<file path="src/hw/rwrb_defs.svh">
`ifndef RWRB_DEFS_SVH
`define RWRB_DEFS_SVH
`define RWRB_ADDR_SYS     8'hE8
`define RWRB_ADDR_PORT    8'hE9
`define RWRB_ADDR_IRQ     8'hEA
`define RWRB_ADDR_W       8
`define RWRB_DATA_W       16
`define RWRB_CNT_W        5
`define RWRB_SYS_RST      16'h0000
`define RWRB_PORT_RST     16'h0002
`define RWRB_IRQ_RST      16'h0000
`define RWRB_SYS_RSVD     16'h0102
`define RWRB_PORT_RSVD    16'h8800
`define RWRB_IRQ_RSVD     16'h00FE
`define RWRB_B_SRST       0
`define RWRB_B_PD_LO      2
`define RWRB_B_PD_HI      3
`define RWRB_B_VCO        4
`define RWRB_B_RAT_LO     5
`define RWRB_B_RAT_HI     6
`define RWRB_B_HALF       7
`define RWRB_B_AMPSTOP    9
`define RWRB_B_AMPCONT    10
`define RWRB_B_SRC        11
`define RWRB_B_XF_LO      12
`define RWRB_B_XF_HI      15
`define RWRB_B_XF_MSB     15
`define RWRB_CNT_FULL     5'h10
`define RWRB_CNT_ONE      5'h01
`define RWRB_CNT_ZERO     5'h00
`endif

</file>
<file path="src/hw/rwrb_pkg.sv">
package rwrb_pkg;
	typedef enum logic [1:0] {PD_NORMAL = 2'h0, PD_AMP = 2'h1, PD_AMP_DIV = 2'h2,
		PD_RSVD = 2'h3} rwrb_pd_t;
	typedef enum logic [1:0] {RAT_256 = 2'h0, RAT_384 = 2'h1, RAT_512 = 2'h2,
		RAT_512H = 2'h3} rwrb_ratio_t;
	typedef enum logic [2:0] {XF_11M = 3'h0, XF_12M = 3'h1, XF_16M = 3'h2, XF_22M = 3'h4,
		XF_24M = 3'h5, XF_33M = 3'h6, XF_RSVD = 3'h7} rwrb_xtal_t;
	typedef enum logic [1:0] {SEL_NONE = 2'h0, SEL_SYS = 2'h1, SEL_PORT = 2'h2,
		SEL_IRQ = 2'h3} rwrb_sel_t;
endpackage

</file>
<file path="src/hw/rwrb_wr_if.sv">
`timescale 1ns/10ps
interface rwrb_wr_if;
	logic        we;
	logic [1:0]  sel;
	logic [15:0] data;
	modport src (output we, output sel, output data);
	modport dst (input we, input sel, input data);
endinterface // rwrb_wr_if

</file>
<file path="src/hw/rwrb_bank.sv">
`timescale 1ns/10ps
`include "rwrb_defs.svh"
module rwrb_bank import rwrb_pkg::*; (
	// Clock, reset, enable
	input  wire logic                  clk_i,
	input  wire logic                  rst_n_i,
	input  wire logic                  clk_en_i,
	// Serial command port
	input  wire logic                  command_serial_clock_i,
	input  wire logic                  command_serial_in_i,
	input  wire logic                  chip_enable_i,
	input  wire logic [`RWRB_ADDR_W-1:0] addr_i,
	input  wire logic                  addr_valid_i,
	// Status from the clock core
	input  wire logic                  pll_locked_i,
	// Decoded controls
	output logic                       soft_reset_o,
	output logic [1:0]                 power_down_mode_o,
	output logic                       vco_run_o,
	output logic [1:0]                 locked_clock_ratio_o,
	output logic                       pll_base_512_o,
	output logic                       pll_post_half_o,
	output logic                       output_clock_halving_o,
	output logic                       amp_run_o,
	output logic                       use_crystal_o,
	output logic [3:0]                 crystal_frequency_code_o,
	output logic                       crystal_loopback_o,
	output logic                       ratio_reload_o,
	output logic [`RWRB_DATA_W-1:0]    port_settings_o,
	output logic [`RWRB_DATA_W-1:0]    irq_settings_o
);
	logic       rst_s1_q, rst_s2_q;
	logic       sck_q, sck_d;
	logic [`RWRB_DATA_W-1:0] sh_q, sh_d;
	logic [`RWRB_CNT_W-1:0]  cnt_q, cnt_d;
	rwrb_sel_t  sel_q, sel_d;
	logic       we_q, we_d;
	logic       srst_q, srst_d;
	logic [`RWRB_DATA_W-1:0] sys, port, irq;
	logic [1:0] pd_q, pd_d, rat_q, rat_d;
	logic       base_q, base_d, post_q, post_d, reld_q, reld_d;
	logic       vco_q, vco_d, half_q, half_d, amp_q, amp_d, src_q, src_d;
	logic [3:0] xf_q, xf_d;
	logic       lb_q, lb_d;
	rwrb_xtal_t xtal;

	rwrb_wr_if wr();

	// Reset release through two flops
	always_ff @(posedge clk_i or negedge rst_n_i) begin
		if (!rst_n_i) begin
			rst_s1_q <= 1'b0;
			rst_s2_q <= 1'b0;
		end else begin
			rst_s1_q <= 1'b1;
			rst_s2_q <= rst_s1_q;
		end
	end

	// Serial receive: shift on rising serial clock, load after 16th bit
	always_comb begin
		sck_d  = command_serial_clock_i;
		sh_d   = sh_q;
		cnt_d  = cnt_q;
		sel_d  = sel_q;
		we_d   = 1'b0;
		if (!chip_enable_i) begin
			cnt_d = `RWRB_CNT_ZERO;
			if (addr_valid_i) begin
				unique case (addr_i)
					`RWRB_ADDR_SYS:  sel_d = SEL_SYS;
					`RWRB_ADDR_PORT: sel_d = SEL_PORT;
					`RWRB_ADDR_IRQ:  sel_d = SEL_IRQ;
					default:         sel_d = SEL_NONE;
				endcase
			end
		end else if (command_serial_clock_i && !sck_q && sel_q != SEL_NONE
			&& cnt_q != `RWRB_CNT_FULL) begin
			sh_d  = {command_serial_in_i, sh_q[`RWRB_DATA_W-1:1]};
			cnt_d = cnt_q + `RWRB_CNT_ONE;
			// Extra clocks beyond 16 are ignored, never reloaded
			we_d  = (cnt_q + `RWRB_CNT_ONE) == `RWRB_CNT_FULL;
		end
	end

	always_ff @(posedge clk_i or negedge rst_s2_q) begin
		if (!rst_s2_q) begin
			sck_q <= 1'b0;
			sh_q  <= '0;
			cnt_q <= `RWRB_CNT_ZERO;
			sel_q <= SEL_NONE;
			we_q  <= 1'b0;
		end else if (clk_en_i) begin
			sck_q <= sck_d;
			sh_q  <= sh_d;
			cnt_q <= cnt_d;
			sel_q <= sel_d;
			we_q  <= we_d;
		end
	end

	assign wr.we   = we_q;
	assign wr.sel  = sel_q;
	assign wr.data = sh_q;

	// Receive checks
	a_load_after_word: assert property (
		@(posedge clk_i) disable iff (!rst_s2_q)
		wr.we && $past(clk_en_i) |-> $past(cnt_q) == `RWRB_CNT_FULL - `RWRB_CNT_ONE)
		else $error("load without full word");
	a_word_count: assert property (
		@(posedge clk_i) disable iff (!rst_s2_q)
		cnt_q <= `RWRB_CNT_FULL)
		else $error("bit count beyond one word");
	a_no_partial: assert property (
		@(posedge clk_i) disable iff (!rst_s2_q)
		clk_en_i && !chip_enable_i |=> !wr.we)
		else $error("load outside data phase");
	a_deselect_hold: assert property (
		@(posedge clk_i) disable iff (!rst_s2_q)
		clk_en_i && sel_q == SEL_NONE |=> !wr.we)
		else $error("load to unknown address");
	a_select_sys: assert property (
		@(posedge clk_i) disable iff (!rst_s2_q)
		clk_en_i && !chip_enable_i && addr_valid_i && addr_i == `RWRB_ADDR_SYS
		|=> sel_q == SEL_SYS)
		else $error("system address not selected");
	a_select_other: assert property (
		@(posedge clk_i) disable iff (!rst_s2_q)
		clk_en_i && !chip_enable_i && addr_valid_i && addr_i != `RWRB_ADDR_SYS
		&& addr_i != `RWRB_ADDR_PORT && addr_i != `RWRB_ADDR_IRQ |=> sel_q == SEL_NONE)
		else $error("foreign address selected");
	a_bit_shift: assert property (
		@(posedge clk_i) disable iff (!rst_s2_q)
		clk_en_i && chip_enable_i && command_serial_clock_i && !sck_q && sel_q != SEL_NONE
		&& cnt_q != `RWRB_CNT_FULL |=> sh_q[`RWRB_DATA_W-1] == $past(command_serial_in_i))
		else $error("serial bit not taken");
	a_no_edge_hold: assert property (
		@(posedge clk_i) disable iff (!rst_s2_q)
		clk_en_i && !(command_serial_clock_i && !sck_q) |=> $stable(sh_q))
		else $error("shift without rising serial clock");

	rwrb_store u_store (
		.clk_i   (clk_i),
		.rst_n_i (rst_s2_q),
		.ce_i    (clk_en_i),
		.wr      (wr.dst),
		.sys_o   (sys),
		.port_o  (port),
		.irq_o   (irq)
	);

	assign xtal = rwrb_xtal_t'(sys[`RWRB_B_XF_HI-1:`RWRB_B_XF_LO]);

	// Decode of system settings
	always_comb begin
		srst_d = sys[`RWRB_B_SRST];
		pd_d   = sys[`RWRB_B_PD_HI:`RWRB_B_PD_LO];
		if (pd_d == PD_RSVD) begin
			pd_d = PD_NORMAL;
		end
		vco_d  = ~sys[`RWRB_B_VCO];
		rat_d  = sys[`RWRB_B_RAT_HI:`RWRB_B_RAT_LO];
		// 512 base kept for both 10 and 11 so a move between 10 and 11 never relocks the VCO
		base_d = rat_d[1];
		post_d = (rat_d == RAT_512H);
		// Reload request only on a ratio move that needs relock
		reld_d = (rat_d != rat_q) && !(rat_d[1] && rat_q[1]);
		half_d = sys[`RWRB_B_HALF];
		amp_d  = ~sys[`RWRB_B_AMPSTOP]
			&& (sys[`RWRB_B_AMPCONT] || !pll_locked_i);
		src_d  = sys[`RWRB_B_SRC] || !pll_locked_i;
		xf_d   = sys[`RWRB_B_XF_HI:`RWRB_B_XF_LO];
		lb_d   = sys[`RWRB_B_XF_MSB];
	end

	always_ff @(posedge clk_i or negedge rst_s2_q) begin
		if (!rst_s2_q) begin
			srst_q <= 1'b0;
			pd_q   <= PD_NORMAL;
			vco_q  <= 1'b1;
			rat_q  <= RAT_256;
			base_q <= 1'b0;
			post_q <= 1'b0;
			reld_q <= 1'b0;
			half_q <= 1'b0;
			amp_q  <= 1'b1;
			src_q  <= 1'b1;
			xf_q   <= 4'h0;
			lb_q   <= 1'b0;
		end else if (clk_en_i) begin
			srst_q <= srst_d;
			pd_q   <= pd_d;
			vco_q  <= vco_d;
			rat_q  <= rat_d;
			base_q <= base_d;
			post_q <= post_d;
			reld_q <= reld_d;
			half_q <= half_d;
			amp_q  <= amp_d;
			src_q  <= src_d;
			xf_q   <= xf_d;
			lb_q   <= lb_d;
		end
	end

	assign soft_reset_o             = srst_q;
	assign power_down_mode_o        = pd_q;
	assign vco_run_o                = vco_q;
	assign locked_clock_ratio_o     = rat_q;
	assign pll_base_512_o           = base_q;
	assign pll_post_half_o          = post_q;
	assign ratio_reload_o           = reld_q;
	assign output_clock_halving_o   = half_q;
	assign amp_run_o                = amp_q;
	assign use_crystal_o            = src_q;
	assign crystal_frequency_code_o = xf_q;
	assign crystal_loopback_o       = lb_q;
	assign port_settings_o          = port;
	assign irq_settings_o           = irq;

	// Register and decode checks
	a_reserved_zero: assert property (
		@(posedge clk_i) disable iff (!rst_s2_q)
		(sys & `RWRB_SYS_RSVD) == '0 && (port & `RWRB_PORT_RSVD) == '0
		&& (irq & `RWRB_IRQ_RSVD) == '0)
		else $error("reserved bit stored");
	a_sys_load: assert property (
		@(posedge clk_i) disable iff (!rst_s2_q)
		clk_en_i && wr.we && wr.sel == SEL_SYS |=> sys == ($past(sh_q) & ~`RWRB_SYS_RSVD))
		else $error("system register not loaded");
	a_port_load: assert property (
		@(posedge clk_i) disable iff (!rst_s2_q)
		clk_en_i && wr.we && wr.sel == SEL_PORT |=> port == ($past(sh_q) & ~`RWRB_PORT_RSVD))
		else $error("port register not loaded");
	a_irq_load: assert property (
		@(posedge clk_i) disable iff (!rst_s2_q)
		clk_en_i && wr.we && wr.sel == SEL_IRQ |=> irq == ($past(sh_q) & ~`RWRB_IRQ_RSVD))
		else $error("interrupt register not loaded");
	a_reg_hold: assert property (
		@(posedge clk_i) disable iff (!rst_s2_q)
		clk_en_i && !wr.we |=> $stable(sys) && $stable(port) && $stable(irq))
		else $error("register changed without load");
	a_srst_follow: assert property (
		@(posedge clk_i) disable iff (!rst_s2_q)
		clk_en_i |=> soft_reset_o == $past(sys[`RWRB_B_SRST]))
		else $error("soft reset mismatch");
	a_pd_legal: assert property (
		@(posedge clk_i) disable iff (!rst_s2_q)
		power_down_mode_o != PD_RSVD)
		else $error("reserved power mode");
	a_pd_map: assert property (
		@(posedge clk_i) disable iff (!rst_s2_q)
		clk_en_i && sys[`RWRB_B_PD_HI:`RWRB_B_PD_LO] != PD_RSVD
		|=> power_down_mode_o == $past(sys[`RWRB_B_PD_HI:`RWRB_B_PD_LO]))
		else $error("power mode mismatch");
	a_vco_stop: assert property (
		@(posedge clk_i) disable iff (!rst_s2_q)
		clk_en_i && sys[`RWRB_B_VCO] |=> !vco_run_o)
		else $error("vco not stopped");
	a_vco_run: assert property (
		@(posedge clk_i) disable iff (!rst_s2_q)
		clk_en_i && !sys[`RWRB_B_VCO] |=> vco_run_o)
		else $error("vco not running");
	a_ratio_follow: assert property (
		@(posedge clk_i) disable iff (!rst_s2_q)
		clk_en_i |=> locked_clock_ratio_o == $past(sys[`RWRB_B_RAT_HI:`RWRB_B_RAT_LO]))
		else $error("ratio mismatch");
	a_ratio_half: assert property (
		@(posedge clk_i) disable iff (!rst_s2_q)
		clk_en_i |=> pll_post_half_o == ($past(sys[`RWRB_B_RAT_HI:`RWRB_B_RAT_LO]) == RAT_512H))
		else $error("ratio halving mismatch");
	a_ratio_cont: assert property (
		@(posedge clk_i) disable iff (!rst_s2_q)
		clk_en_i && rat_q[1] && sys[`RWRB_B_RAT_HI] |=> !ratio_reload_o && pll_base_512_o)
		else $error("relock on 10/11 change");
	a_ratio_relock: assert property (
		@(posedge clk_i) disable iff (!rst_s2_q)
		clk_en_i && sys[`RWRB_B_RAT_HI:`RWRB_B_RAT_LO] != rat_q
		&& !(sys[`RWRB_B_RAT_HI] && rat_q[1]) |=> ratio_reload_o)
		else $error("ratio move without reload");
	a_half_bit: assert property (
		@(posedge clk_i) disable iff (!rst_s2_q)
		clk_en_i |=> output_clock_halving_o == $past(sys[`RWRB_B_HALF]))
		else $error("halving mismatch");
	a_amp_stop: assert property (
		@(posedge clk_i) disable iff (!rst_s2_q)
		clk_en_i && sys[`RWRB_B_AMPSTOP] |=> !amp_run_o)
		else $error("amplifier not stopped");
	a_amp_cont: assert property (
		@(posedge clk_i) disable iff (!rst_s2_q)
		clk_en_i && !sys[`RWRB_B_AMPSTOP] && sys[`RWRB_B_AMPCONT] |=> amp_run_o)
		else $error("amplifier not continuous");
	a_amp_auto: assert property (
		@(posedge clk_i) disable iff (!rst_s2_q)
		clk_en_i && pll_locked_i && !sys[`RWRB_B_AMPCONT] |=> !amp_run_o)
		else $error("amplifier not auto stopped");
	a_src_unlock: assert property (
		@(posedge clk_i) disable iff (!rst_s2_q)
		clk_en_i && !pll_locked_i |=> use_crystal_o)
		else $error("crystal source not used");
	a_src_force: assert property (
		@(posedge clk_i) disable iff (!rst_s2_q)
		clk_en_i && sys[`RWRB_B_SRC] |=> use_crystal_o)
		else $error("crystal source not forced");
	a_src_locked: assert property (
		@(posedge clk_i) disable iff (!rst_s2_q)
		clk_en_i && pll_locked_i && !sys[`RWRB_B_SRC] |=> !use_crystal_o)
		else $error("crystal source while locked");
	a_xtal_code: assert property (
		@(posedge clk_i) disable iff (!rst_s2_q)
		clk_en_i |=> crystal_frequency_code_o == $past(sys[`RWRB_B_XF_HI:`RWRB_B_XF_LO]))
		else $error("crystal code mismatch");
	a_loopback: assert property (
		@(posedge clk_i) disable iff (!rst_s2_q)
		clk_en_i |=> crystal_loopback_o == $past(sys[`RWRB_B_XF_MSB]))
		else $error("loopback flag mismatch");
	c_sys_write: cover property (@(posedge clk_i) wr.we && wr.sel == SEL_SYS);
	c_irq_write: cover property (@(posedge clk_i) wr.we && wr.sel == SEL_IRQ);
	c_ratio_swap: cover property (@(posedge clk_i) rat_q == RAT_512 ##1 rat_q == RAT_512H);
	c_xtal_high: cover property (@(posedge clk_i) xtal == XF_33M);
	c_reload_seen: cover property (@(posedge clk_i) ratio_reload_o);
endmodule // rwrb_bank

</file>
<file path="src/hw/rwrb_store.sv">
`timescale 1ns/10ps
`include "rwrb_defs.svh"
module rwrb_store import rwrb_pkg::*; (
	// Clock and reset
	input  wire logic                  clk_i,
	input  wire logic                  rst_n_i,
	input  wire logic                  ce_i,
	// Write port
	rwrb_wr_if.dst                     wr,
	// Register contents
	output logic [`RWRB_DATA_W-1:0]    sys_o,
	output logic [`RWRB_DATA_W-1:0]    port_o,
	output logic [`RWRB_DATA_W-1:0]    irq_o
);
	logic [`RWRB_DATA_W-1:0] sys_d, port_d, irq_d, sys_q, port_q, irq_q;

	// Reserved bits forced low even if host misbehaves
	always_comb begin
		sys_d  = sys_q;
		port_d = port_q;
		irq_d  = irq_q;
		if (wr.we) begin
			unique case (rwrb_sel_t'(wr.sel))
				SEL_SYS:  sys_d  = wr.data & ~`RWRB_SYS_RSVD;
				SEL_PORT: port_d = wr.data & ~`RWRB_PORT_RSVD;
				SEL_IRQ:  irq_d  = wr.data & ~`RWRB_IRQ_RSVD;
				SEL_NONE: ;
			endcase
		end
	end

	// Only power-on reset clears; soft reset never reaches here
	always_ff @(posedge clk_i or negedge rst_n_i) begin
		if (!rst_n_i) begin
			sys_q  <= `RWRB_SYS_RST;
			port_q <= `RWRB_PORT_RST;
			irq_q  <= `RWRB_IRQ_RST;
		end else if (ce_i) begin
			sys_q  <= sys_d;
			port_q <= port_d;
			irq_q  <= irq_d;
		end
	end

	assign sys_o  = sys_q;
	assign port_o = port_q;
	assign irq_o  = irq_q;
endmodule // rwrb_store

</file>
<file path="config.mk">
export PLATFORM = sky130hd
export DESIGN_NAME = rwrb_bank
export DESIGN_NICKNAME = d
export VERILOG_FILES = /design/src/hw/rwrb_pkg.sv /design/src/hw/rwrb_wr_if.sv /design/src/hw/rwrb_bank.sv /design/src/hw/rwrb_store.sv
export VERILOG_INCLUDE_DIRS = /design/src /design/src/hw
export SDC_FILE = /design/constraint.sdc
export NUM_CORES = 1
export LEC_CHECK = 0
export ABC_AREA = 1
export BUFFER_PORTS_ARGS = -buffer_cell sky130_fd_sc_hd__buf_2
export CAP_MARGIN = 10
export CELL_PAD_IN_SITES_DETAIL_PLACEMENT = 1
export CELL_PAD_IN_SITES_GLOBAL_PLACEMENT = 1
export CORE_AREA = 2 2 90 92
export CTS_CLUSTER_SIZE = 20
export DETAILED_ROUTE_END_ITERATION = 6
export DIE_AREA = 0 0 92 94
export GPL_TIMING_DRIVEN = 0
export PLACE_DENSITY_LB_ADDON = 0.08
export SLEW_MARGIN = 20
export SYNTH_ARGS = -nofsm -noshare
export SYNTH_HDL_FRONTEND = slang
export SYNTH_SLANG_ARGS = --single-unit
export TNS_END_PERCENT = 1
</file>
<file path="constraint.sdc">
create_clock -name clk_i -period 4.82 [get_ports clk_i]
set_input_delay 0.964 -clock clk_i [delete_from_list [all_inputs] [get_ports clk_i]]
set_output_delay 0.964 -clock clk_i [all_outputs]
set_load 0.005 [all_outputs]
</file>
==> impl_metrics.env, run 1 <==
export IMPL_drive_gt1_share_pct=28.3
export IMPL_skew_ps=7.54
export IMPL_die_area_um2=8650
export IMPL_critPathLaunchType="flop"
export IMPL_p_per_area_nw_per_um2=307
export IMPL_regToRegEndpoint="sh_q[13]"
export IMPL_clkTransAtPathRegs_ps=90
export IMPL_hold_buffers=0
export IMPL_finalSetupViolations=0
export IMPL_drc_errors=0
export IMPL_worstSetupPathType="reg -> out"
export IMPL_cts_buffers=9
export IMPL_finalMaxSlewViolations=0
export IMPL_dpl_hpwl_mm=5.42
export IMPL_ys_types=24
export IMPL_syn_inst=348
export IMPL_viasPerCell=4.76
export IMPL_chipHeight_um=94
export IMPL_r2r_cells=9
export IMPL_start_util_pct=44.1
export IMPL_grt_antenna_before_repair=0
export IMPL_hold_slack_ps=234
export IMPL_max_freq_mhz=507
export IMPL_cts_tree="yes"
export IMPL_layout_setup_ws_ps=2850
export IMPL_fillers=912
export IMPL_h_tree_depth=3
export IMPL_cts_sinks=79
export IMPL_seqCellArea_um2=1990
export IMPL_grt_total_usage_pct=19.4
export IMPL_p_leak_nw=2.09
export IMPL_cts_path_max_buffers=2
export IMPL_gp_congestion=0.759
export IMPL_rsz0062_at_grt="no"
export IMPL_ant_nets=0
export IMPL_multi_input_area_um2=1090
export IMPL_grt_pass1_wl_mm=12.9
export IMPL_clock_latency_ps=350
export IMPL_mostFrequentLayoutCell="nand2_1"
export IMPL_yosysSeqAreaShare_pct=59.1
export IMPL_post_cts_buffers=0
export IMPL_gr_total_overflow=0
export IMPL_rows=32
export IMPL_grt_pass1_vias=2553
export IMPL_chipWidth_um=92
export IMPL_finalSetupTns_ps=0
export IMPL_root_buffer="clkbuf_8"
export IMPL_arrival_ps=1010
export IMPL_ys_ff_latch=79
export IMPL_post_route_period_util_pct=41.0
export IMPL_irDropWorstVdd_mv=0.161
export IMPL_fin_area_um2=4030
export IMPL_power_mw=1.23
export IMPL_pin_count=65
export IMPL_post_route_min_period_ps=1970
export IMPL_syn_area_um2=3350
export IMPL_final_cell_mix="nand2_1 (100), dfrtp_1 (74), buf_2 (58)"
export IMPL_area_growth_synth_to_final_pct=20.0
export IMPL_final_nets=443
export IMPL_hold_path_class="reg -> async"
export IMPL_grt_max_degree=57
export IMPL_wl_mm=7.54
export IMPL_synth_top_cell_area_share_pct=55.9
export IMPL_yosysWarnings=0
export IMPL_routedWlPerCell_um=14.2
export IMPL_synth_largest_area_cell="dfrtp_1"
export IMPL_place_ws_ps=2750
export IMPL_diodes=0
export IMPL_cts_resized=0
export IMPL_avgSynthCellArea_um2=9.64
export IMPL_finalHoldViolations=0
export IMPL_crit_required_ps=3860
export IMPL_worstSetupEndpointType="primary output"
export IMPL_reg2reg_slack_ps=3270
export IMPL_crit_fanout=4
export IMPL_timing_rr_start="cnt_q[0]"
export IMPL_num_vias=2521
export IMPL_status="complete, no violations"
export IMPL_io_buffer_count=55
export IMPL_max_cap_violations=0
export IMPL_drtPass1Iterations=4
export IMPL_placed_area_um2=3820
export IMPL_drt_iter0_markers=87
export IMPL_core_area_um2=7610
export IMPL_yosys_top_cells_area="dfrtp_1 (56%), nand2_1 (11%), o21ai_2 (3.7%)"
[registers in the layout (all words and copies together) (netlist names), 2 cells and up]
signal                    flops
sel_q                         2
cnt_q                         5
u_store.sys_o                14
sh_q                         16
power_down_mode_o             2
u_store.port_o               14
u_store.irq_o                 9
locked_clock_ratio_o          2
crystal_frequency_code_o      4
[final cells by class]
type,instances,share of cell area (%)
flip-flops and latches,79,49.3
multi-input cells,221,27.0
repair buffers,56,7.52
plain buffers,23,4.76
clock buffers,10,3.42
well taps,102,3.17
inverters,33,3.08
clock inverters,6,1.71
[how the worst max path moves through the flow]
stage,start,to,slack (ps)
6_report,locked_clock_ratio_o[1],locked_clock_ratio_o[1],2850
4_1_cts,locked_clock_ratio_o[1],locked_clock_ratio_o[1],2820
3_3_place_gp,rst_s2_q,ratio_reload_o,1550
5_1_grt,locked_clock_ratio_o[1],locked_clock_ratio_o[1],2780
2_1_floorplan,rst_s2_q,cnt_q[0],2460
3_5_place_dp,clk_en_i,locked_clock_ratio_o[1],2750
[kinds of logic (layout without fill, tap and decap cells)]
kind of cell             Yosys count  after routing  synth area share (%)
buffers and inverters             56            128                  9.40
AO/OA/AOI/OAI                     66             66                  11.6
flip-flops                        79             79                  59.1
XOR/XNOR                           2              2                 0.522
other                              2             10                 0.224
adder cells (fa/ha/maj)            4              4                  1.49
AND/OR/NAND/NOR                  139            139                  17.7
[layer usage]
| layer | vias to the layer above | track usage (%) | part of all wire (%) | wire (µm) |
|---|---|---|---|---|
| li1 | 1231 | - | - | - |
| met1 | 1245 | 25.0 | 46 | 3480 |
| met2 | 38 | 32.5 | 49 | 3730 |
| met3 | 7 | 4.57 | 3.3 | 252 |
| met4 | 0 | 6.34 | 1.2 | 87 |
| met5 | - | 0 | 0 | 0 |
[stage by stage]
stage               util (%)  cells
CTS                     52.9    530
finish                  52.9    530
global placement        49.8    513
floorplan                  -    356
global route            52.9    530
detailed placement      50.2    514
[cells in the mapped netlist]
cell and n:
a21oi_1 10, buf_2 3, buf_4 13, buf_6 7, clkinv_1 1, conb_1 2
dfrtp_1 75, dfstp_2 4, ha_1 4, inv_1 31, inv_2 1, nand2_1 100
nand2_2 1, nand2_4 1, nand3_1 12, nand3_4 2, nand4_1 2, nor2_1 19
nor2_4 2, o21ai_0 20, o21ai_1 20, o21ai_2 14, o31ai_1 2, xnor2_1 2
[worst max-delay path, stage by stage, from the launching register on]
cell     delay, ps
dfrtp_1        410
buf_4          140
buf_2          110
[where the power goes]
part	switching [mW]	total, mW	internal (mW)
Combinational	0.0293	0.0474	0.0181
Sequential	0.00621	0.675	0.669
Clock	0.255	0.512	0.257
Total	0.290	1.23	0.944
(Power assumes the default switching activity.)
==> run 2, diff against run 1 <==
- CORE_AREA: 2 2 90 92 -> 2 2 93 95
- DIE_AREA: 0 0 92 94 -> 0 0 95 97
- clock period: 4.82 -> 1.9 ns (I/O delays scaled with it)
==> impl_metrics.env, run 2 (synthesis results as in run 1) <==
export IMPL_io_buffer_count=55
export IMPL_worstSetupPathType="reg -> reg"
export IMPL_dpl_hpwl_mm=5.44
export IMPL_finalSetupViolations=0
export IMPL_area_growth_synth_to_final_pct=21.5
export IMPL_viasPerCell=4.71
export IMPL_largest_register="sh_q"
export IMPL_h_tree_depth=3
export IMPL_cts_path_max_buffers=2
export IMPL_finalMaxSlewViolations=0
export IMPL_drive_gt1_share_pct=28.0
export IMPL_status="complete, no violations"
export IMPL_reg2reg_slack_ps=340
export IMPL_min_to="sel_q[0]"
export IMPL_wl_mm=7.55
export IMPL_drt_iter0_markers=105
export IMPL_finalHoldViolations=0
export IMPL_num_vias=2515
export IMPL_grt_pass1_vias=2603
export IMPL_root_buffer="clkbuf_8"
export IMPL_diodes=0
export IMPL_cts_sinks=79
export IMPL_post_route_period_util_pct=82.1
export IMPL_arrival_ps=1800
export IMPL_largest_reg_flops=16
export IMPL_routedWlPerCell_um=14.1
export IMPL_final_nets=444
export IMPL_clock_latency_ps=360
export IMPL_irDropWorstVdd_mv=0.362
export IMPL_pwr_share_seq_pct=50.8
export IMPL_crit_required_ps=2150
export IMPL_drc_errors=0
export IMPL_timing_rr_start="cnt_q[0]"
export IMPL_max_freq_mhz=641
export IMPL_chipWidth_um=95
export IMPL_r2r_cells=9
export IMPL_pin_count=65
export IMPL_min_path_cells=2
export IMPL_grt_pass1_wl_mm=12.8
export IMPL_hold_path_class="in -> reg"
export IMPL_power_share_combinational_pct=3.5
export IMPL_ant_nets=0
export IMPL_mostFrequentLayoutCell="nand2_1"
export IMPL_regToRegEndpoint="sh_q[9]"
export IMPL_rows=33
export IMPL_final_cell_mix="nand2_1 (100), dfrtp_1 (74), buf_2 (58)"
export IMPL_hold_buffers=1
export IMPL_post_route_min_period_ps=1560
export IMPL_grt_max_degree=48
export IMPL_worstSetupEndpointType="flop"
export IMPL_cts_buffers=9
export IMPL_switching_share_pct=22.2
export IMPL_p_int_mw=2.63
export IMPL_power_switching_mw=0.751
export IMPL_post_cts_buffers=0
export IMPL_p_per_area_nw_per_um2=829
export IMPL_crit_fanout=10
export IMPL_chipHeight_um=97
export IMPL_finalSetupTns_ps=0
export IMPL_power_mw=3.38
export IMPL_rsz0062_at_grt="no"
export IMPL_drtPass1Iterations=4
export IMPL_clkTransAtPathRegs_ps=90
export IMPL_skew_ps=13.5
export IMPL_max_cap_violations=0
export IMPL_core_area_um2=8130
export IMPL_die_area_um2=9220
export IMPL_pwr_share_clk_pct=45.7
export IMPL_start_util_pct=41.2
export IMPL_cts_resized=0
export IMPL_gr_total_overflow=0
export IMPL_grt_antenna_before_repair=0
export IMPL_p_leak_nw=2.11
export IMPL_grt_total_usage_pct=18.1
export IMPL_min_from="addr_i[0]"
export IMPL_fillers=963
export IMPL_critPathLaunchType="flop"
export IMPL_cts_tree="yes"
export IMPL_gp_congestion=0.763
==> run 2: layer usage <==
layer / vias up / GRT usage (%) / wire length (µm)
met5: - / 0 / 0
met2: 48 / 28.5 / 3660
met1: 1221 / 24.5 / 3470
li1: 1235 / - / -
met4: 0 / 7.69 / 135
met3: 11 / 3.04 / 282
==> run 2: per-stage QoR <==
| step | setup slack [ps] | utilization, % | instances | area (µm²) | hold slack (ps) |
|---|---|---|---|---|---|
| after floorplan | 537 | - | 356 | 3390 | 84.4 |
| after global placement | 37.8 | 46.6 | 516 | 3790 | 166 |
| after detailed placement | 356 | 47.0 | 517 | 3820 | 167 |
| after CTS | 324 | 50.1 | 534 | 4080 | 212 |
| after global routing | 191 | 50.1 | 534 | 4080 | 251 |
| final | 340 | 50.1 | 534 | 4080 | 224 |
==> run 2: power by group through the flow <==
| stage | clock [mW] | combinational [mW] | sequential [mW] |
|---|---|---|---|
| 2_1_floorplan | 0 | 0.0555 | 1.76 |
| 6_report | 1.54 | 0.117 | 1.72 |
| 4_1_cts | 1.58 | 0.120 | 1.72 |
| 5_1_grt | 1.64 | 0.136 | 1.72 |
| 3_5_place_dp | 0 | 0.118 | 1.75 |
| 3_3_place_gp | 0 | 0.0897 | 1.77 |
==> run 2: how the worst max path moves through the flow <==
stage | endpoint | slack [ps] | startpoint
detailed placement | sh_q[9] | 360 | cnt_q[0]
floorplan | sh_q[11] | 540 | cnt_q[0]
global route | sh_q[9] | 190 | cnt_q[0]
finish | sh_q[9] | 340 | cnt_q[0]
global placement | ratio_reload_o | 40 | rst_s2_q
CTS | sh_q[9] | 320 | cnt_q[0]
==> run 2: cell type report <==
cell class	count	area, µm²	area share (%)
buffer	23	191	4.70
clock buffer	10	128	3.13
clock inverter	6	115	2.82
inverter	33	124	3.04
multi-input combinational	221	1090	26.7
sequential	79	1990	48.7
tap	105	131	3.22
timing repair buffer	57	313	7.68
==> run 2: worst max-delay path, stage by stage, from the launching register on <==
cell and delay [ps]:
dfrtp_1 480, inv_1 70, ha_1 200, nand2_1 50, inv_1 40, nand2_1 110, nand3_4 140, buf_4 210
nand2_1 90, o21ai_2 60
==> run 3, diff against run 2 <==
- clock period: 1.9 -> 1.5 ns (I/O delays scaled with it)
==> impl_metrics.env, run 3 (synthesis results as in run 1) <==
export IMPL_p_int_mw=3.33
export IMPL_post_route_period_util_pct=97.4
export IMPL_dpl_cell_count=517
export IMPL_dpl_hpwl_mm=5.44
export IMPL_finalSetupTns_ps=0
export IMPL_rows=33
export IMPL_routedWlPerCell_um=14.3
export IMPL_max_freq_mhz=684
export IMPL_wl_mm=7.64
export IMPL_final_core_util_pct=50.3
export IMPL_seqCellArea_um2=1990
export IMPL_power_mw=4.28
export IMPL_hold_slack_ps=144
export IMPL_finalHoldViolations=0
export IMPL_h_tree_depth=3
export IMPL_placed_area_um2=3820
export IMPL_critPathLaunchType="flop"
export IMPL_start_util_pct=41.2
export IMPL_finalSetupViolations=0
export IMPL_largest_reg_flops=16
export IMPL_irDropWorstVdd_mv=0.459
export IMPL_chipHeight_um=97
export IMPL_crit_required_ps=1740
export IMPL_post_route_min_period_ps=1460
export IMPL_largest_register="sh_q"
export IMPL_cts_sinks=79
export IMPL_grt_max_degree=48
export IMPL_status="complete, no violations"
export IMPL_final_cell_count_no_fill=536
export IMPL_num_vias=2536
export IMPL_pwr_share_seq_pct=50.7
export IMPL_diodes=0
export IMPL_grt_pass1_vias=2613
export IMPL_hold_path_class="in -> reg"
export IMPL_die_area_um2=9220
export IMPL_pin_count=65
export IMPL_fin_area_um2=4100
export IMPL_max_cap_violations=0
export IMPL_switching_share_pct=22.3
export IMPL_viasPerCell=4.73
export IMPL_root_buffer="clkbuf_8"
export IMPL_reg2reg_slack_ps=40
export IMPL_drc_errors=0
export IMPL_io_buffer_count=55
export IMPL_drtPass1Iterations=4
export IMPL_final_cell_mix="nand2_1 (100), dfrtp_1 (73), buf_2 (58)"
export IMPL_finalMaxSlewViolations=0
export IMPL_clock_latency_ps=360
export IMPL_cts_buffers=9
export IMPL_power_switching_mw=0.955
export IMPL_grt_antenna_before_repair=0
export IMPL_fillers=960
export IMPL_mostFrequentLayoutCell="nand2_1"
export IMPL_skew_ps=12.4
export IMPL_clkTransAtPathRegs_ps=90
export IMPL_cts_path_max_buffers=2
export IMPL_layout_setup_ws_ps=38.5
export IMPL_worstSetupPathType="reg -> reg"
export IMPL_rsz0062_at_grt="yes"
export IMPL_area_growth_synth_to_final_pct=22.1
export IMPL_gr_total_overflow=0
export IMPL_grt_pass1_wl_mm=12.9
export IMPL_chipWidth_um=95
export IMPL_drt_iter0_markers=98
export IMPL_pwr_share_clk_pct=45.8
export IMPL_crit_fanout=10
export IMPL_p_per_area_nw_per_um2=1050
export IMPL_p_leak_nw=2.12
export IMPL_core_area_um2=8130
export IMPL_drive_gt1_share_pct=28.5
export IMPL_final_nets=446
export IMPL_gp_congestion=0.763
export IMPL_cts_tree="yes"
export IMPL_ant_nets=0
export IMPL_arrival_ps=1700
export IMPL_grt_total_usage_pct=18.2
export IMPL_worstSetupEndpointType="flop"
export IMPL_place_ws_ps=-44.2
export IMPL_multi_input_area_um2=1090
export IMPL_power_share_combinational_pct=3.5
-- run 3: cell count changes in the layout (fill, tap and decap cells not counted) --
cell,before,now
dfrtp_1,74,73
dfrtp_2,0,1
buf_6,7,8
buf_4,13,14
-- run 3: repair_timing --
item	in CTS	in global routing
gates resized for setup	1	1
hold endpoints to repair	2	0
gates cloned	0	0
endpoints found under the setup margin	17	20
buffers inserted	1	1
hold buffers	1	0
-- run 3: area by class of cell --
cell class / count / share of cell area, %
inverters: 33 / 3.02
plain buffers: 23 / 4.77
flip-flops and latches: 79 / 48.5
repair buffers: 59 / 8.00
clock inverters: 6 / 2.81
well taps: 105 / 3.21
clock buffers: 10 / 3.12
multi-input cells: 221 / 26.6
-- run 3: critical path, cell delays in order (launching register included) --
cell and delay (ps):
dfrtp_1 420, inv_1 60, ha_1 190, nand2_1 60
inv_1 40, nand2_1 110, nand3_4 150, buf_6 190
nand2_1 80, o21ai_2 50
-- run 3: final timing paths --
check / cells after the start / endpoint / startpoint
min: 2 / sel_q[0] / addr_i[0]
max in group asynchronous: 1 / amp_run_o / rst_s2_q
min in group asynchronous: 2 / rst_s2_q / rst_n_i
max: 9 / sh_q[6] / cnt_q[1]
max reg2reg: 9 / sh_q[6] / cnt_q[1]
min reg2reg: 0 / u_store.irq_o[14] / rst_s2_q
-- run 3: power groups by stage --
stage                     sequential [mW]  clock [mW]  combinational, mW
after detailed placement             2.22           0              0.150
after global routing                 2.18        2.08              0.173
final                                2.17        1.96              0.149
after CTS                            2.18        2.00              0.153
after global placement               2.24           0              0.114
after floorplan                      2.23           0             0.0702
-- run 3: per-layer routing --
metal	vias up	share of wire (%)	track usage [%]
met4	0	1.8	7.69
met3	11	3.4	3.04
met5	-	0	0
li1	1237	-	-
met2	44	49	28.8
met1	1244	46	24.8
